File: config.mk
export PLATFORM = sky130hd
export DESIGN_NAME = ecsd_top
export DESIGN_NICKNAME = d
export VERILOG_FILES = /design/src/ecsd_pkg.sv /design/src/ecsd_decode.sv /design/src/ecsd_top.sv
export SDC_FILE = /design/constraint.sdc
export NUM_CORES = 1
export LEC_CHECK = 0
export BUFFER_PORTS_ARGS = -buffer_cell sky130_fd_sc_hd__buf_4
export CORE_MARGIN = 3
export CORE_UTILIZATION = 40
export CTS_CLUSTER_DIAMETER = 120
export CTS_CLUSTER_SIZE = 30
export DETAILED_ROUTE_END_ITERATION = 16
export PLACE_DENSITY = 0.73
export SYNTH_ARGS = -nofsm -noshare
export SYNTH_HDL_FRONTEND = slang
export SYNTH_SLANG_ARGS = --single-unit
File: constraint.sdc
create_clock -name clock -period 2.45 [get_ports clock]
set_clock_uncertainty 0.15 [all_clocks]
set_input_delay 0.245 -clock clock [delete_from_list [all_inputs] [get_ports clock]]
set_output_delay 0.245 -clock clock [all_outputs]
set_load 0.02 [all_outputs]
File: src/ecsd_pkg.sv
// Shared constants and types for the external chip-select decoder
package ecsd_pkg;

  localparam int ADDR_W = 26;
  localparam int PIN_ADDR_W = 21;
  localparam int DATA_W = 8;

  // Decode windows, inclusive bounds
  localparam logic [25:0] BOOT_LO = 26'h000_0000;
  localparam logic [25:0] BOOT_HI = 26'h03F_FFFF;
  localparam logic [25:0] RAM_LO = 26'h040_0000;
  localparam logic [25:0] RAM_HI = 26'h07F_FFFF;
  localparam logic [25:0] TWO_LO = 26'h080_0000;
  localparam logic [25:0] TWO_HI = 26'h0BF_FFFF;
  localparam logic [25:0] FOUR_LO = 26'h100_0000;
  localparam logic [25:0] FOUR_HI = 26'h13F_FFFF;
  localparam logic [25:0] FIVE_LO = 26'h140_0000;
  localparam logic [25:0] FIVE_HI = 26'h17F_FFFF;
  localparam logic [25:0] ISA_LO = 26'h340_0000;
  localparam logic [25:0] ISA_HI = 26'h37F_FFFF;

  // Strobe phase lasts STROBE_LAST + 1 cycles before the wait input counts
  localparam logic [1:0] STROBE_LAST = 2'h2;

  typedef enum logic [2:0] {
    ST_IDLE = 3'h0,
    ST_SETUP = 3'h1,
    ST_STROBE = 3'h3,
    ST_HOLD = 3'h2,
    ST_DONE = 3'h6
  } ecsd_state_t;

  typedef struct packed {
    logic write;
    logic [25:0] addr;
    logic [7:0] wdata;
  } ecsd_req_t;

  typedef struct packed {
    logic boot;
    logic ram;
    logic two;
    logic four;
    logic five;
  } ecsd_sel_t;

  typedef struct packed {
    logic sel4_isa;
    logic sel5_isa;
    logic [4:0] wait_en;
    logic pb4_alt;
    logic pb5_alt;
  } ecsd_cfg_t;

  typedef struct packed {
    ecsd_state_t st;
    logic [1:0] cnt;
    ecsd_req_t req;
    ecsd_sel_t sel;
    logic isa4;
    logic isa5;
    ecsd_sel_t cs_n;
    logic re_n;
    logic we_n;
    logic [7:0] rdata;
    logic resp;
    logic pb4_alt;
    logic pb5_alt;
    logic wait_m;
    logic wait_s;
    logic ext_m;
    logic ext_s;
    logic pb4_m;
    logic pb4_s;
    logic pb5_m;
    logic pb5_s;
    logic [20:0] a_m;
    logic [20:0] a_s;
    logic [7:0] d_m;
    logic [7:0] d_s;
  } ecsd_regs_t;

  function automatic logic in_win(logic [25:0] a, logic [25:0] lo,
                                  logic [25:0] hi);
    return (a >= lo) && (a <= hi);
  endfunction

endpackage

File: src/ecsd_decode.sv
// Address window decoder producing at most one select
module ecsd_decode (
  input wire logic [25:0] addr,
  input wire logic write,
  input wire logic isa4,
  input wire logic isa5,
  output ecsd_pkg::ecsd_sel_t sel
);

  always_comb begin
    sel.boot = ecsd_pkg::in_win(addr, ecsd_pkg::BOOT_LO,
                                ecsd_pkg::BOOT_HI);
    sel.ram = ecsd_pkg::in_win(addr, ecsd_pkg::RAM_LO,
                               ecsd_pkg::RAM_HI);
    sel.two = ecsd_pkg::in_win(addr, ecsd_pkg::TWO_LO,
                               ecsd_pkg::TWO_HI);
    // Strobe mode replaces the ordinary window entirely
    if (isa4) begin
      sel.four = !write && ecsd_pkg::in_win(addr, ecsd_pkg::ISA_LO,
                                            ecsd_pkg::ISA_HI);
    end else begin
      sel.four = ecsd_pkg::in_win(addr, ecsd_pkg::FOUR_LO,
                                  ecsd_pkg::FOUR_HI);
    end
    if (isa5) begin
      sel.five = write && ecsd_pkg::in_win(addr, ecsd_pkg::ISA_LO,
                                           ecsd_pkg::ISA_HI);
    end else begin
      sel.five = ecsd_pkg::in_win(addr, ecsd_pkg::FIVE_LO,
                                  ecsd_pkg::FIVE_HI);
    end
  end

endmodule

File: src/ecsd_top.sv
// External memory bus cycle engine with chip selects and ISA strobes
//
// How it works
// - Boot select covers 0x0000_0000 to 0x003F_FFFF.
// - Post-reset configuration fetches go through boot select.
// - RAM select covers 0x0040_0000 to 0x007F_FFFF.
// - Select two covers 0x0080_0000 to 0x00BF_FFFF.
// - Select four ordinary window 0x0100_0000 upward.
// - Select four strobes ISA-window reads only.
// - Select five ordinary window 0x0140_0000 upward.
// - Select five strobes ISA-window writes only.
// - Port B bit four is GPIO after reset.
// - Port B bit five is GPIO after reset.
// - Address pins driven by us, else external input.
// - Data pins driven on writes, released on reads.
// - Eight-bit data, one byte per cycle.
// - Direction outputs show write high, inverse pair.
// - Enabled wait input stretches cycle without limit.
// - Read strobe only after address valid; after select valid except ISA strobes.
module ecsd_top (
  input wire logic clock,
  input wire logic srst,
  input ecsd_pkg::ecsd_cfg_t cfg,
  input wire logic req_valid,
  input ecsd_pkg::ecsd_req_t req,
  output logic req_ready,
  output logic resp_valid,
  output logic [7:0] resp_rdata,
  input wire logic gpio_b4_o,
  input wire logic gpio_b4_oe,
  output logic gpio_b4_i,
  input wire logic gpio_b5_o,
  input wire logic gpio_b5_oe,
  output logic gpio_b5_i,
  input wire logic ext_master_req,
  output logic ext_master_active,
  output logic [20:0] ext_addr,
  output logic [20:0] addr_o,
  output logic addr_oe,
  input wire logic [20:0] addr_i,
  output logic [7:0] data_o,
  output logic data_oe,
  input wire logic [7:0] data_i,
  output logic boot_select_n,
  output logic ram_select_n,
  output logic select_two_n,
  output logic port_b_bit_four_o,
  output logic port_b_bit_four_oe,
  input wire logic port_b_bit_four_i,
  output logic port_b_bit_five_o,
  output logic port_b_bit_five_oe,
  input wire logic port_b_bit_five_i,
  output logic write_not_read,
  output logic read_not_write,
  output logic read_strobe_n,
  output logic write_strobe_n,
  input wire logic cycle_wait_n
);

  ecsd_pkg::ecsd_regs_t q;
  ecsd_pkg::ecsd_regs_t d;
  ecsd_pkg::ecsd_sel_t dec_sel;
  logic wait_hold;
  logic active_d;
  logic strobe_d;

  ecsd_decode u_decode (
    .addr(req.addr),
    .write(req.write),
    .isa4(cfg.sel4_isa),
    .isa5(cfg.sel5_isa),
    .sel(dec_sel)
  );

  // Wait only counts for selects whose configuration enables it
  assign wait_hold = (|(q.sel & cfg.wait_en)) && !q.wait_s;

  always_comb begin
    d = q;
    d.resp = 1'b0;
    d.wait_m = cycle_wait_n;
    d.wait_s = q.wait_m;
    d.ext_m = ext_master_req;
    d.ext_s = q.ext_m;
    d.pb4_m = port_b_bit_four_i;
    d.pb4_s = q.pb4_m;
    d.pb5_m = port_b_bit_five_i;
    d.pb5_s = q.pb5_m;
    d.a_m = addr_i;
    d.a_s = q.a_m;
    d.d_m = data_i;
    d.d_s = q.d_m;
    d.pb4_alt = cfg.pb4_alt;
    d.pb5_alt = cfg.pb5_alt;
    case (q.st)
      ecsd_pkg::ST_IDLE: begin
        if (req_valid && !q.ext_s) begin
          d.req = req;
          d.sel = dec_sel;
          d.isa4 = cfg.sel4_isa;
          d.isa5 = cfg.sel5_isa;
          d.cnt = 2'h0;
          d.st = ecsd_pkg::ST_SETUP;
        end
      end
      ecsd_pkg::ST_SETUP: begin
        d.st = ecsd_pkg::ST_STROBE;
      end
      ecsd_pkg::ST_STROBE: begin
        if (q.cnt != ecsd_pkg::STROBE_LAST) begin
          d.cnt = q.cnt + 2'h1;
        end else if (!wait_hold) begin
          d.st = ecsd_pkg::ST_HOLD;
        end
      end
      ecsd_pkg::ST_HOLD: begin
        d.st = ecsd_pkg::ST_DONE;
      end
      ecsd_pkg::ST_DONE: begin
        // Synchroniser now holds the pins as seen at the end of the strobe
        if (!q.req.write) begin
          d.rdata = q.d_s;
        end
        d.resp = 1'b1;
        d.st = ecsd_pkg::ST_IDLE;
      end
      default: begin
        d.st = ecsd_pkg::ST_IDLE;
      end
    endcase
    active_d = (d.st == ecsd_pkg::ST_SETUP) || (d.st == ecsd_pkg::ST_STROBE)
               || (d.st == ecsd_pkg::ST_HOLD);
    strobe_d = (d.st == ecsd_pkg::ST_STROBE);
    d.cs_n.boot = !(d.sel.boot && active_d);
    d.cs_n.ram = !(d.sel.ram && active_d);
    d.cs_n.two = !(d.sel.two && active_d);
    d.cs_n.four = !(d.sel.four
                    && (d.isa4 ? strobe_d : active_d));
    d.cs_n.five = !(d.sel.five
                    && (d.isa5 ? strobe_d : active_d));
    d.re_n = !(strobe_d && !d.req.write);
    d.we_n = !(strobe_d && d.req.write);
  end

  always_ff @(posedge clock) begin
    if (srst) begin
      q <= '0;
      q.cs_n <= '1;
      q.re_n <= 1'b1;
      q.we_n <= 1'b1;
      q.wait_m <= 1'b1;
      q.wait_s <= 1'b1;
    end else begin
      q <= d;
    end
  end

  assign req_ready = (q.st == ecsd_pkg::ST_IDLE) && !q.ext_s;
  assign resp_valid = q.resp;
  assign resp_rdata = q.rdata;
  assign ext_master_active = q.ext_s && (q.st == ecsd_pkg::ST_IDLE);
  assign ext_addr = q.a_s;
  assign addr_o = q.req.addr[20:0];
  assign addr_oe = (q.st != ecsd_pkg::ST_IDLE);
  assign data_o = q.req.wdata;
  assign data_oe = q.req.write && (q.st != ecsd_pkg::ST_IDLE)
                   && (q.st != ecsd_pkg::ST_DONE);
  assign boot_select_n = q.cs_n.boot;
  assign ram_select_n = q.cs_n.ram;
  assign select_two_n = q.cs_n.two;
  // Select pins share port B; alternate use only once configured
  assign port_b_bit_four_o = q.pb4_alt ? q.cs_n.four
                             : gpio_b4_o;
  assign port_b_bit_four_oe = q.pb4_alt ? 1'b1 : gpio_b4_oe;
  assign port_b_bit_five_o = q.pb5_alt ? q.cs_n.five
                             : gpio_b5_o;
  assign port_b_bit_five_oe = q.pb5_alt ? 1'b1 : gpio_b5_oe;
  assign gpio_b4_i = q.pb4_s;
  assign gpio_b5_i = q.pb5_s;
  assign write_not_read = (q.st != ecsd_pkg::ST_IDLE)
                          && q.req.write;
  assign read_not_write = !write_not_read;
  assign read_strobe_n = q.re_n;
  assign write_strobe_n = q.we_n;
endmodule

# --- Word level (Yosys, flattened, before mapping) ---
# Index checks and enable logic that the tools add are counted.
totals:
  romBits: 0
  ramBits: 0
  mem_count: 0
  regBits: 131
  inputBits: 84
  latchBits: 0
classes:
  div: 0
  n_bitwise: 2
  muxes: 16
  add_sub_neg: 1
  shifts: 0
  eq_ne: 11
  n_reduce_logical: 42
  magnitude_cmp: 12
  mul: 0
op_table:
  columns: ["op", "n"]
  rows:
  - ["$ge A26 B25 Y1 const B", 2]
  - ["$le A26 B25 Y1 const B", 2]
  - ["$mux W47", 1]
  - ["$mux W42", 1]
  - ["$ge A26 B1 Y1 const B", 1]
  - ["$ge A26 B23 Y1 const B", 1]
  - ["$ge A26 B24 Y1 const B", 1]
  - ["$ge A26 B26 Y1 const B", 1]
  - ["$le A26 B22 Y1 const B", 1]
  - ["$le A26 B23 Y1 const B", 1]
  - ["$le A26 B24 Y1 const B", 1]
  - ["$le A26 B26 Y1 const B", 1]
  - ["$logic_and A1 B1 Y1", 21]
  - ["$eq A3 B2 Y1 const B", 4]
  - ["$logic_not A1 Y1", 12]
  - ["$pmux W3 S4", 1]
  - ["$mux W1", 9]
  - ["$eq A3 B1 Y1 const B", 2]
  - ["$mux W3", 2]
  - ["$ne A2 B2 Y1 const B", 3]
  - ["$and A5 B5 Y5", 1]
  - ["$reduce_or A5 Y1", 1]
  - ["$pmux W2 S2", 1]
  - ["$reduce_and A2 Y1", 2]
  - ["10 further kinds", 11]

# --- Longest topological paths before layout ---
# Gate-level depths: netlist of run 1.
logic_depth:
  depth_word: 12
  ltp_mapped: 7

# --- Cells and area by module ---
# From an unflattened synthesis of run 1, not the netlist that was laid out.
hier_totals:
  cells_unflattened: 470
  hier_area_um2: 4534.3
by_module_without_submodules:
  columns: ["mod", "seq_area_each_um2", "cells_per_inst", "n_inst", "area_per_inst_um2"]
  rows:
  - ["ecsd_top", 2522.4, 459, 1, 4460.5]
  - ["ecsd_decode", 0.0, 11, 1, 73.8]

# --- Least setup slack after synthesis of run 1 ---
# OpenSTA, ideal clock, no wires.
synth_path:
  path_kind: "register to register"
  from: "reg q[129] (netlist name)"
  to: "reg q, in the netlist ram_select_n"
  path_stages_with_launch: 7
  required_time_ps: 2173
  setup_time_ps: 127
  slack_ps: 732
  path_buffers: 1
  t_arrival_ps: 1441
  period_less_slack_ps: 1718
  path_cell_list: "dfxtp_1 > buf_4 > nor3_4 > inv_2 > nor2_8 > mux2i_1 > or3_1"
synth_between:
  elab_chain_len: 8
synth_rtl:
  columns: ["item", "line", "text"]
  rows:
  - ["start, declared", "ecsd_top.sv:60", "ecsd_pkg::ecsd_regs_t q;"]
  - ["$mux W3", "ecsd_top.sv:112", "end else if (!wait_hold) begin"]
  - ["$mux W3", "ecsd_top.sv:110", "if (q.cnt != ecsd_pkg::STROBE_LAST) begin"]
  - ["$pmux W3 S4", "ecsd_top.sv:95", "case (q.st)"]
  - ["$eq A3 B1 Y1 / $eq A3 B2 Y1 (equally long branches)", "ecsd_top.sv:131", "active_d = (d.st == ecsd_pkg::ST_SETUP) || (d.st == ecsd_pkg::ST_STROBE)"]
  - ["$logic_or A1 B1 Y1", "ecsd_top.sv:131", null]
  - ["$logic_or A1 B1 Y1", "ecsd_top.sv:132", "|| (d.st == ecsd_pkg::ST_HOLD);"]
  - ["$logic_and A1 B1 Y1 *", "ecsd_top.sv:135", "d.cs_n.ram = !(d.sel.ram && active_d);"]
  - ["$logic_not A1 Y1 *", "ecsd_top.sv:135", null]
# Every way passes the cells marked *; elsewhere a longest branch is shown, timed or not. The select of a mux whose other input is x is not followed.
# A chain may end at the register's enable or synchronous reset.

# --- Worst setup path after layout of run 1 ---
layout_path:
  from: "reg q[128] (netlist name)"
  to: "reg q, in the netlist read_strobe_n"
layout_between:
  elab_chain_len: 6
layout_rtl:
  columns: ["item", "line", "text"]
  rows:
  - ["$mux W3", "ecsd_top.sv:112", null]
  - ["$mux W3", "ecsd_top.sv:110", null]
  - ["$pmux W3 S4", "ecsd_top.sv:95", null]
  - ["$eq A3 B2 Y1", "ecsd_top.sv:133", "strobe_d = (d.st == ecsd_pkg::ST_STROBE);"]
  - ["$logic_and A1 B1 Y1 *", "ecsd_top.sv:141", "d.re_n = !(strobe_d && !d.req.write);"]
  - ["$logic_not A1 Y1 *", "ecsd_top.sv:141", null]
# Marks and branches as above.

==> out/results.ini, run 1 <==
[status]
outcome=finished, final reports clean

[synthesis]
synthTopCellsByArea=dfxtp_1, buf_4, nor2b_1, nand2_1, a21oi_1
synthArstFlopShare=0
ys_types=38
postSynthCellCount=459
synth_top_area_share=0.5609
synth-seq-area-share=0.5609
synth_top_area_cell=dfxtp_1
synth_nets=544
syn_area_mm2=0.004497
yosys_warnings=0
yosysMostFrequentCell=dfxtp_1
synth_flop_cell=dfxtp_1
synth_edf_count=0
yosys-top-cells-count=dfxtp_1, nor2b_1, nand2_1
synth_seq_cells=126
syn_avg_cell_area_um2=9.797

[final_layout]
nets=711
diodes=0
design_area_mm2=0.006628
drive_gt1_frac=0.3161
final_cells=779
synthToLayoutAreaGrowth_pct=47.38

[cts]
clk_latency_ns=0.40
post_cts_resized=0
cts.sinks=126
cts_buffers=17
clock-root-buffer=clkbuf_16
cts_tree=yes
path_clk_slew_ns=0.06
htreeDepth=4
cts_buffer_depth=2

[floorplan]
initial_core_util=0.4112
dieArea_mm2=0.01255
die_x_um=112.0
io_pins=160
fp.dieH_um=112.0
coreArea_mm2=0.01094
row_count=38

[sta]
rsz0062_at_grt=no
period_needed_ns=2.059
fin_setup_tns_ns=0
worstMarginPinSlew_ns=1.051
setup_ws_ns=0.3907
maxSlewViolCount=0
whs_ns=0.05544
hold_violations=0
max_freq_mhz=485.6
relSlewSlack=0.2993
finalCritPeriodShare=0.8405
setup_viol=0

[pwr]
peakVddDrop_mv=0.4180
power_frac_clock=0.457
p_int_mw=4.074
swShare=0.2326
p_leak_nw=2.859
seq_power_share=0.417
combPwrFrac=0.127
power.density_mw_per_mm2=801.1
p_sw_mw=1.235

[grt]
antenna_found_initial=0
globalRouteTotalUtil=0.1579
grt_overflow=0
grt_pass1_vias=3525
grt_pass1_wl_um=15980
grt_max_degree=112

[flow_run]
cap_violations=0

[place]
gp_congestion=0.8313
hpwl_um=6345
dpl_cell_area_mm2=0.005370
place.port_buffers=158
place_ws_ns=0.4154
dp.cells=680

[detailed_routing]
drt.antenna.violating_nets=0
drt_first_pass_iters=4
drc_errors=0
wire_per_inst_um=12.86
dr.first_iter.drc_count=186
viasPerCell=4.460
vias=3474
drt-total-wl_um=10020

[min_path]
hp-class=in2reg

[setup_path]
path_class=reg2reg
crit_arrival_ns=2.18
required_ns=2.57
start_kind=flop
endpoint_kind=flop
cp_max_fo=9

-- sequential cells by signal (all words and copies together), names as in the netlist --
signal and cells:
boot_select_n 1, resp_valid 1, resp_rdata 8, data_o 8, gpio_b4_i 1, d 33
ram_select_n 1, write_strobe_n 1, ext_addr 21, gpio_b5_i 1, select_two_n 1, addr_o 21
q 27, read_strobe_n 1
-- per-stage QoR --
step | power, mW | utilization
2_1_floorplan | 2.637 | -
3_3_place_gp | 2.816 | 0.4911
3_5_place_dp | 2.838 | 0.4911
4_1_cts | 5.371 | 0.6061
5_1_grt | 5.537 | 0.6061
6_report | 5.309 | 0.6061
-- final timing paths --
kind,cells after the start,from,end,slack (ns)
worst max register to register,4,q[128],read_strobe_n,0.39
worst min-delay path,4,req[32],q[88],0.06
worst max-delay path,4,q[128],read_strobe_n,0.39
worst min register to register,1,d[64],q[64],0.25
-- power by group through the flow --
stage / Sequential [mW] / Clock (mW) / Combinational, mW
2_1_floorplan: 2.23 / 0 / 0.406
3_3_place_gp: 2.25 / 0 / 0.567
3_5_place_dp: 2.25 / 0 / 0.584
4_1_cts: 2.21 / 2.49 / 0.672
5_1_grt: 2.22 / 2.59 / 0.724
6_report: 2.21 / 2.43 / 0.672
-- placed cells by master, fill, tap and decap left out, drive strengths merged, types with 2 or more instances in the layout --
master       count
o211ai           3
clkinvlp         2
buf            162
nor2            21
or3              4
dfxtp          126
nor3             3
nand3            3
mux2i           12
nor4b            3
dlygate4sd3     67
mux2             2
o21ai            4
nor4bb           3
a22oi            2
clkbuf          22
inv              4
nand2           64
nor2b           69
a21oi           34
bufinv           2
o32ai            2
clkinv           6
nand2b           2
or2              4
-- critical path, stage by stage (launching register included) --
cell and delay, ns:
dfxtp_1 0.56, nor2b_1 0.36, nand3_1 0.18, o32ai_1 0.23, or4b_1 0.46
-- what timing repair did --
action,4_1_cts,5_1_grt
hold endpoints to repair,67,0
hold buffers,67,0
buffers inserted,0,0
-- routing by layer --
metal	track usage	routed length, um	up-vias
met4	0.06891	156	0
met3	0.06361	853	14
met1	0.1730	4048	1569
li1	-	-	1759
met2	0.2706	4962	132
met5	0	0	-
-- area by class of cell --
class | count | area (um2)
fillers | 872 | 4308
flip-flops and latches | 126 | 2522
repair buffers | 229 | 1887
multi-input cells | 248 | 1441
clock buffers | 22 | 474.2
well taps | 140 | 175.2
clock inverters | 10 | 112.6
inverters | 4 | 15.01
-- cell families after synthesis --
family	after synthesis	synth area share
DFF	126	0.5609
buffers and inverters	85	0.1219
xor gates and xnor gates	1	0.001948
adders and majority gates	1	0.002782
muxes	14	0.03172
AOI/OAI and AO/OA	48	0.05954
and+or+nand+nor	184	0.2212
Note: power is estimated with default switching activity, not from simulation.
==> run 2, diff against run 1 <==
--- a/config.mk
+++ b/config.mk
@@ -11,7 +11,7 @@
 export CTS_CLUSTER_DIAMETER = 120
 export CTS_CLUSTER_SIZE = 30
 export DETAILED_ROUTE_END_ITERATION = 16
-export PLACE_DENSITY = 0.73
+export PLACE_DENSITY = 0.76
 export SYNTH_ARGS = -nofsm -noshare
 export SYNTH_HDL_FRONTEND = slang
 export SYNTH_SLANG_ARGS = --single-unit
==> constraint.sdc (replaced) <==
create_clock -name clock -period 1.8 [get_ports clock]
set_clock_uncertainty 0.15 [all_clocks]
set_input_delay 0.18 -clock clock [delete_from_list [all_inputs] [get_ports clock]]
set_output_delay 0.18 -clock clock [all_outputs]
set_load 0.02 [all_outputs]
==> out/results.ini, run 2 (same netlist as run 1, synthesis figures left out) <==
[pwr]
seq_power_share=0.397
p_int_mw=5.863
peakVddDrop_mv=0.6953
swShare=0.2254
power.density_mw_per_mm2=1103
power_mw=7.569
combPwrFrac=0.135
p_sw_mw=1.706
p_leak_nw=2.971
power_frac_clock=0.468

[floorplan]
coreArea_mm2=0.01094
fp.dieH_um=112.0
dieArea_mm2=0.01255
row_count=38
io_pins=160
initial_core_util=0.4112
die_x_um=112.0

[grt]
antenna_found_initial=0
grt_overflow=0
globalRouteTotalUtil=0.1679
grt_pass1_wl_um=16720
grt_pass1_vias=3579
grt_max_degree=62

[detailed_routing]
drc_errors=0
viasPerCell=4.463
drt-total-wl_um=10350
wire_per_inst_um=13.02
dr.first_iter.drc_count=235
drt_first_pass_iters=4
drt.antenna.violating_nets=0
vias=3548

[cts]
htreeDepth=4
cts.sinks=126
path_clk_slew_ns=0.05
clk_latency_ns=0.41
cts_tree=yes
cts_buffers=17
clock-root-buffer=clkbuf_16
cts_buffer_depth=2

[setup_path]
r2r_start=q[128]
crit_arrival_ns=1.42
cp_max_fo=4
crit_chain=nor3_4 -> inv_2 -> buf_6 -> nand2_4 -> inv_2 -> buf_6
crit_buf_inv=4
required_ns=1.47
endpoint_kind=output port
cpPeakStageDelay_ns=0.36
rr_endpoint=ram_select_n
ff2ff_path_depth=6
cp.depth=6
path_class=reg2out
crit_family=flip-flops
endpoint=write_not_read
cpMaxStageDelayCell=dfxtp_4
r2r_slack_ns=0.10
start_kind=flop
crit_start=q[128]

[final_layout]
largest_reg_flops=33
diodes=0
nFillCells=815
mostFrequentLayoutCells=buf_4, dfxtp_1, dlygate4sd3_1
final_common_cell=buf_4
drive_gt1_frac=0.3359
design_area_mm2=0.006865
synthToLayoutAreaGrowth_pct=52.67
nets=727

[sta]
finalCritPeriodShare=0.9709
setup_viol=0
relSlewSlack=0.5983
worstMarginPinSlew_ns=0.6026
max_freq_mhz=572.2
hold_violations=0
rsz0062_at_grt=yes
period_needed_ns=1.748
maxSlewViolCount=0

[place]
hpwl_um=6457
place.port_buffers=158
gp_congestion=0.8378
dpl_cell_area_mm2=0.005440

[flow_run]
cap_violations=0

[min_path]
hp-class=in2reg

[status]
outcome=finished, final reports clean

## run 2: final cells by class
cell class | instances | area [um2] | area share
Clock buffer | 22 | 464.2 | 0.06761
Tap cell | 140 | 175.2 | 0.02551
Inverter | 4 | 15.01 | 0.002187
Sequential cell | 126 | 2531 | 0.3687
Timing Repair Buffer | 245 | 2064 | 0.3007
Clock inverter | 10 | 161.4 | 0.02351
Multi-Input combinational cell | 248 | 1454 | 0.2118
## run 2: routing by layer
layer | vias to the layer above | global-route usage | wire length, um
li1 | 1790 | - | -
met1 | 1578 | 0.1808 | 4156
met2 | 161 | 0.2834 | 5079
met3 | 19 | 0.07601 | 935
met4 | 0 | 0.07692 | 181
met5 | - | 0 | 0
## run 2: timing repair
item / CTS / global route
hold endpoints to repair: 72 / 0
pin swaps: 1 / 3
hold buffers: 71 / 0
buffers inserted: 3 / 3
setup endpoints to repair: 9 / 34
resized for setup: 5 / 12
## run 2: how the worst min path moves through the flow
stage | start | end | slack (ns) | cells after the start
after floorplan | cycle_wait_n | d[64] | 0.13 | 1
after global placement | cycle_wait_n | d[64] | 0.24 | 2
after detailed placement | cycle_wait_n | d[64] | 0.23 | 2
after CTS | req_valid | q[87] | 0.08 | 4
after global routing | req_valid | q[86] | 0.11 | 4
final | req_valid | q[87] | 0.10 | 4
## run 2: worst min-delay path, cell delays in order
cell	delay [ns]
buf_4	0.12
nor4bb_1	0.13
o211ai_1	0.08
a21oi_1	0.08
## run 2: through the flow
| step | hold WS, ns | setup slack (ns) | setup TNS, ns | instances | util |
|---|---|---|---|---|---|
| finish | 0.1024 | 0.05232 | 0 | 795 | 0.6278 |
| global route | 0.1076 | -0.03460 | -0.06575 | 795 | 0.6278 |
| CTS | 0.07960 | 0.006805 | 0 | 792 | 0.6227 |
| detailed placement | 0.2325 | 0.01384 | 0 | 686 | 0.4975 |
| global placement | 0.2357 | 0.1419 | 0 | 686 | 0.4975 |
| floorplan | 0.1338 | 0.08172 | 0 | 459 | - |
## run 2: power groups by stage
| stage | Sequential [mW] | Combinational (mW) | Clock (mW) |
|---|---|---|---|
| 5_1_grt | 3.02 | 1.10 | 3.77 |
| 2_1_floorplan | 3.04 | 0.553 | 0 |
| 6_report | 3.01 | 1.02 | 3.54 |
| 3_3_place_gp | 3.06 | 0.810 | 0 |
| 4_1_cts | 3.00 | 0.979 | 3.63 |
| 3_5_place_dp | 3.06 | 0.833 | 0 |
==> run 3, diff against run 2 <==
--- a/config.mk
+++ b/config.mk
@@ -14,4 +14,5 @@
 export PLACE_DENSITY = 0.76
 export SYNTH_ARGS = -nofsm -noshare
 export SYNTH_HDL_FRONTEND = slang
+export SYNTH_HIERARCHICAL = 1
 export SYNTH_SLANG_ARGS = --single-unit
==> constraint.sdc (replaced) <==
create_clock -name clock -period 1.5 [get_ports clock]
set_clock_uncertainty 0.15 [all_clocks]
set_input_delay 0.15 -clock clock [delete_from_list [all_inputs] [get_ports clock]]
set_output_delay 0.15 -clock clock [all_outputs]
set_load 0.02 [all_outputs]
==> out/results.ini, run 3 <==
[final_layout]
nFillCells=771
diodes=0
largest_reg_flops=33
nets=753
drive_gt1_frac=0.4347
final_util=0.6732
synthToLayoutAreaGrowth_pct=62.36
design_area_mm2=0.007362
final_common_cell=buf_4
mostFrequentLayoutCells=buf_4, dfxtp_1, dlygate4sd3_1

[sta]
relSlewSlack=0.6895
setup_viol=47
period_needed_ns=1.788
rsz0062_at_grt=yes
setup_ws_ns=-0.2884
finalCritPeriodShare=1.192
whs_ns=0.04731
max_freq_mhz=559.2
hold_violations=0
worstMarginPinSlew_ns=0.4614
maxSlewViolCount=0

[floorplan]
dieArea_mm2=0.01265
fp.dieH_um=112.5
die_x_um=112.5
initial_core_util=0.4146
coreArea_mm2=0.01094
io_pins=160
row_count=38

[synthesis]
yosys-top-cells-count=dfxtp_1, nand2_1, nor2b_1
synth_top_area_cell=dfxtp_1
synth_flop_cell=dfxtp_1
postSynthCellCount=470
yosysMostFrequentCell=dfxtp_1
synthTopCellsByArea=dfxtp_1, buf_4, nor2b_1, nand2_1, a21oi_1
ys_types=40
synth_seq_cells=126
syn_area_mm2=0.004534
yosys_warnings=6
synth-seq-area-share=0.5563
synthArstFlopShare=0
syn_avg_cell_area_um2=9.648
synth_edf_count=0
synth_nets=555
synth_top_area_share=0.5563

[place]
place.port_buffers=158
hpwl_um=6785
place_ws_ns=-0.05967
dpl_cell_area_mm2=0.005554
gp_congestion=0.8442

[pwr]
power.density_mw_per_mm2=1227
p_leak_nw=3.132
peakVddDrop_mv=0.9413

[grt]
grt_pass1_vias=3995
grt_max_degree=40
globalRouteTotalUtil=0.1891
grt_pass1_wl_um=18870
antenna_found_initial=0
grt_overflow=0

[detailed_routing]
drt-total-wl_um=12420
viasPerCell=4.672
wire_per_inst_um=15.12
drt_first_pass_iters=4
drc_errors=0
dr.first_iter.drc_count=259
drt.antenna.violating_nets=0
vias=3836

[cts]
clk_latency_ns=0.40
htreeDepth=4
cts.sinks=126
path_clk_slew_ns=0.05
cts_buffers=17
clock-root-buffer=clkbuf_16
cts_buffer_depth=2
cts_tree=yes

[setup_path]
crit_arrival_ns=1.49
required_ns=1.20
endpoint_kind=output port
r2r_slack_ns=-0.26
path_class=reg2out
start_kind=flop
cp_max_fo=4

[min_path]
hp-class=in2reg

[flow_run]
cap_violations=0

[status]
violations=setup timing
outcome=complete, but fails checks

run 3: cell count changes after synthesis, sizes merged, moves of 3 or more:
cell and delta:
o21ai +3, o211ai -3, a21oi +7, nor4bb -3
nor2 -3, nand3 +4, mux2i -3, nand2 +5
or3 -3
run 3: worst paths after layout:
path           start                 to  cells after the start
max           q[128]  ext_master_active                      5
min          req[30]              q[86]                      5
max reg2reg   q[128]      read_strobe_n                      7
min reg2reg    d[64]              q[64]                      1
run 3: cell families (layout without fill, tap and decap cells):
logic type	Yosys count	count (layout)	synth area share
AOI/OAI and AO/OA	57	57	0.06871
buffers and inverters	86	297	0.1269
muxes	11	11	0.02483
xor gates and xnor gates	1	1	0.001932
and+or+nand+nor	188	188	0.2185
DFF	126	126	0.5563
adders and majority gates	1	1	0.002759
run 3: repair_timing:
item	CTS	global route
gates cloned	2	0
setup endpoints to repair	46	56
resized for setup	48	79
setup buffers	10	3
hold endpoints to repair	78	0
hold buffers	72	0
pin swaps	8	31
run 3: layer usage:
metal	global-route usage	wire (um)
met3	0.07493	1019
met2	0.3389	6291
met4	0.09295	344
met5	0	0
met1	0.1900	4761
run 3: power by group:
part	total [mW]	internal (mW)	switching, mW	leakage [nW]
clock	3.87	2.47	1.41	0.271
sequential	3.61	3.52	0.0857	1.04
combinational	1.55	0.812	0.739	1.82
total	9.03	6.80	2.23	3.13
run 3: critical path: stages, from the launching register on:
cell     delay [ns]
dfxtp_4        0.36
nor3_4         0.26
buf_6          0.14
buf_6          0.09
and2_4         0.13
buf_6          0.11
run 3: area by class of cell:
type | count | area [um2] | share of cell area
Inverter | 5 | 21.27 | 0.002889
Tap cell | 140 | 175.2 | 0.02379
Clock inverter | 12 | 120.1 | 0.01632
Multi-Input combinational cell | 258 | 1768 | 0.2401
Sequential cell | 126 | 2537 | 0.3447
Clock buffer | 20 | 446.7 | 0.06067
Timing Repair Buffer | 260 | 2293 | 0.3115
run 3: stage by stage:
step | cells | setup TNS, ns | power (mW)
5_1_grt | 821 | -12.59 | 9.416
2_1_floorplan | 470 | -2.774 | 4.320
3_3_place_gp | 707 | -0.02235 | 4.689
4_1_cts | 822 | -8.397 | 8.968
6_report | 821 | -9.591 | 9.034
3_5_place_dp | 707 | -0.7768 | 4.722
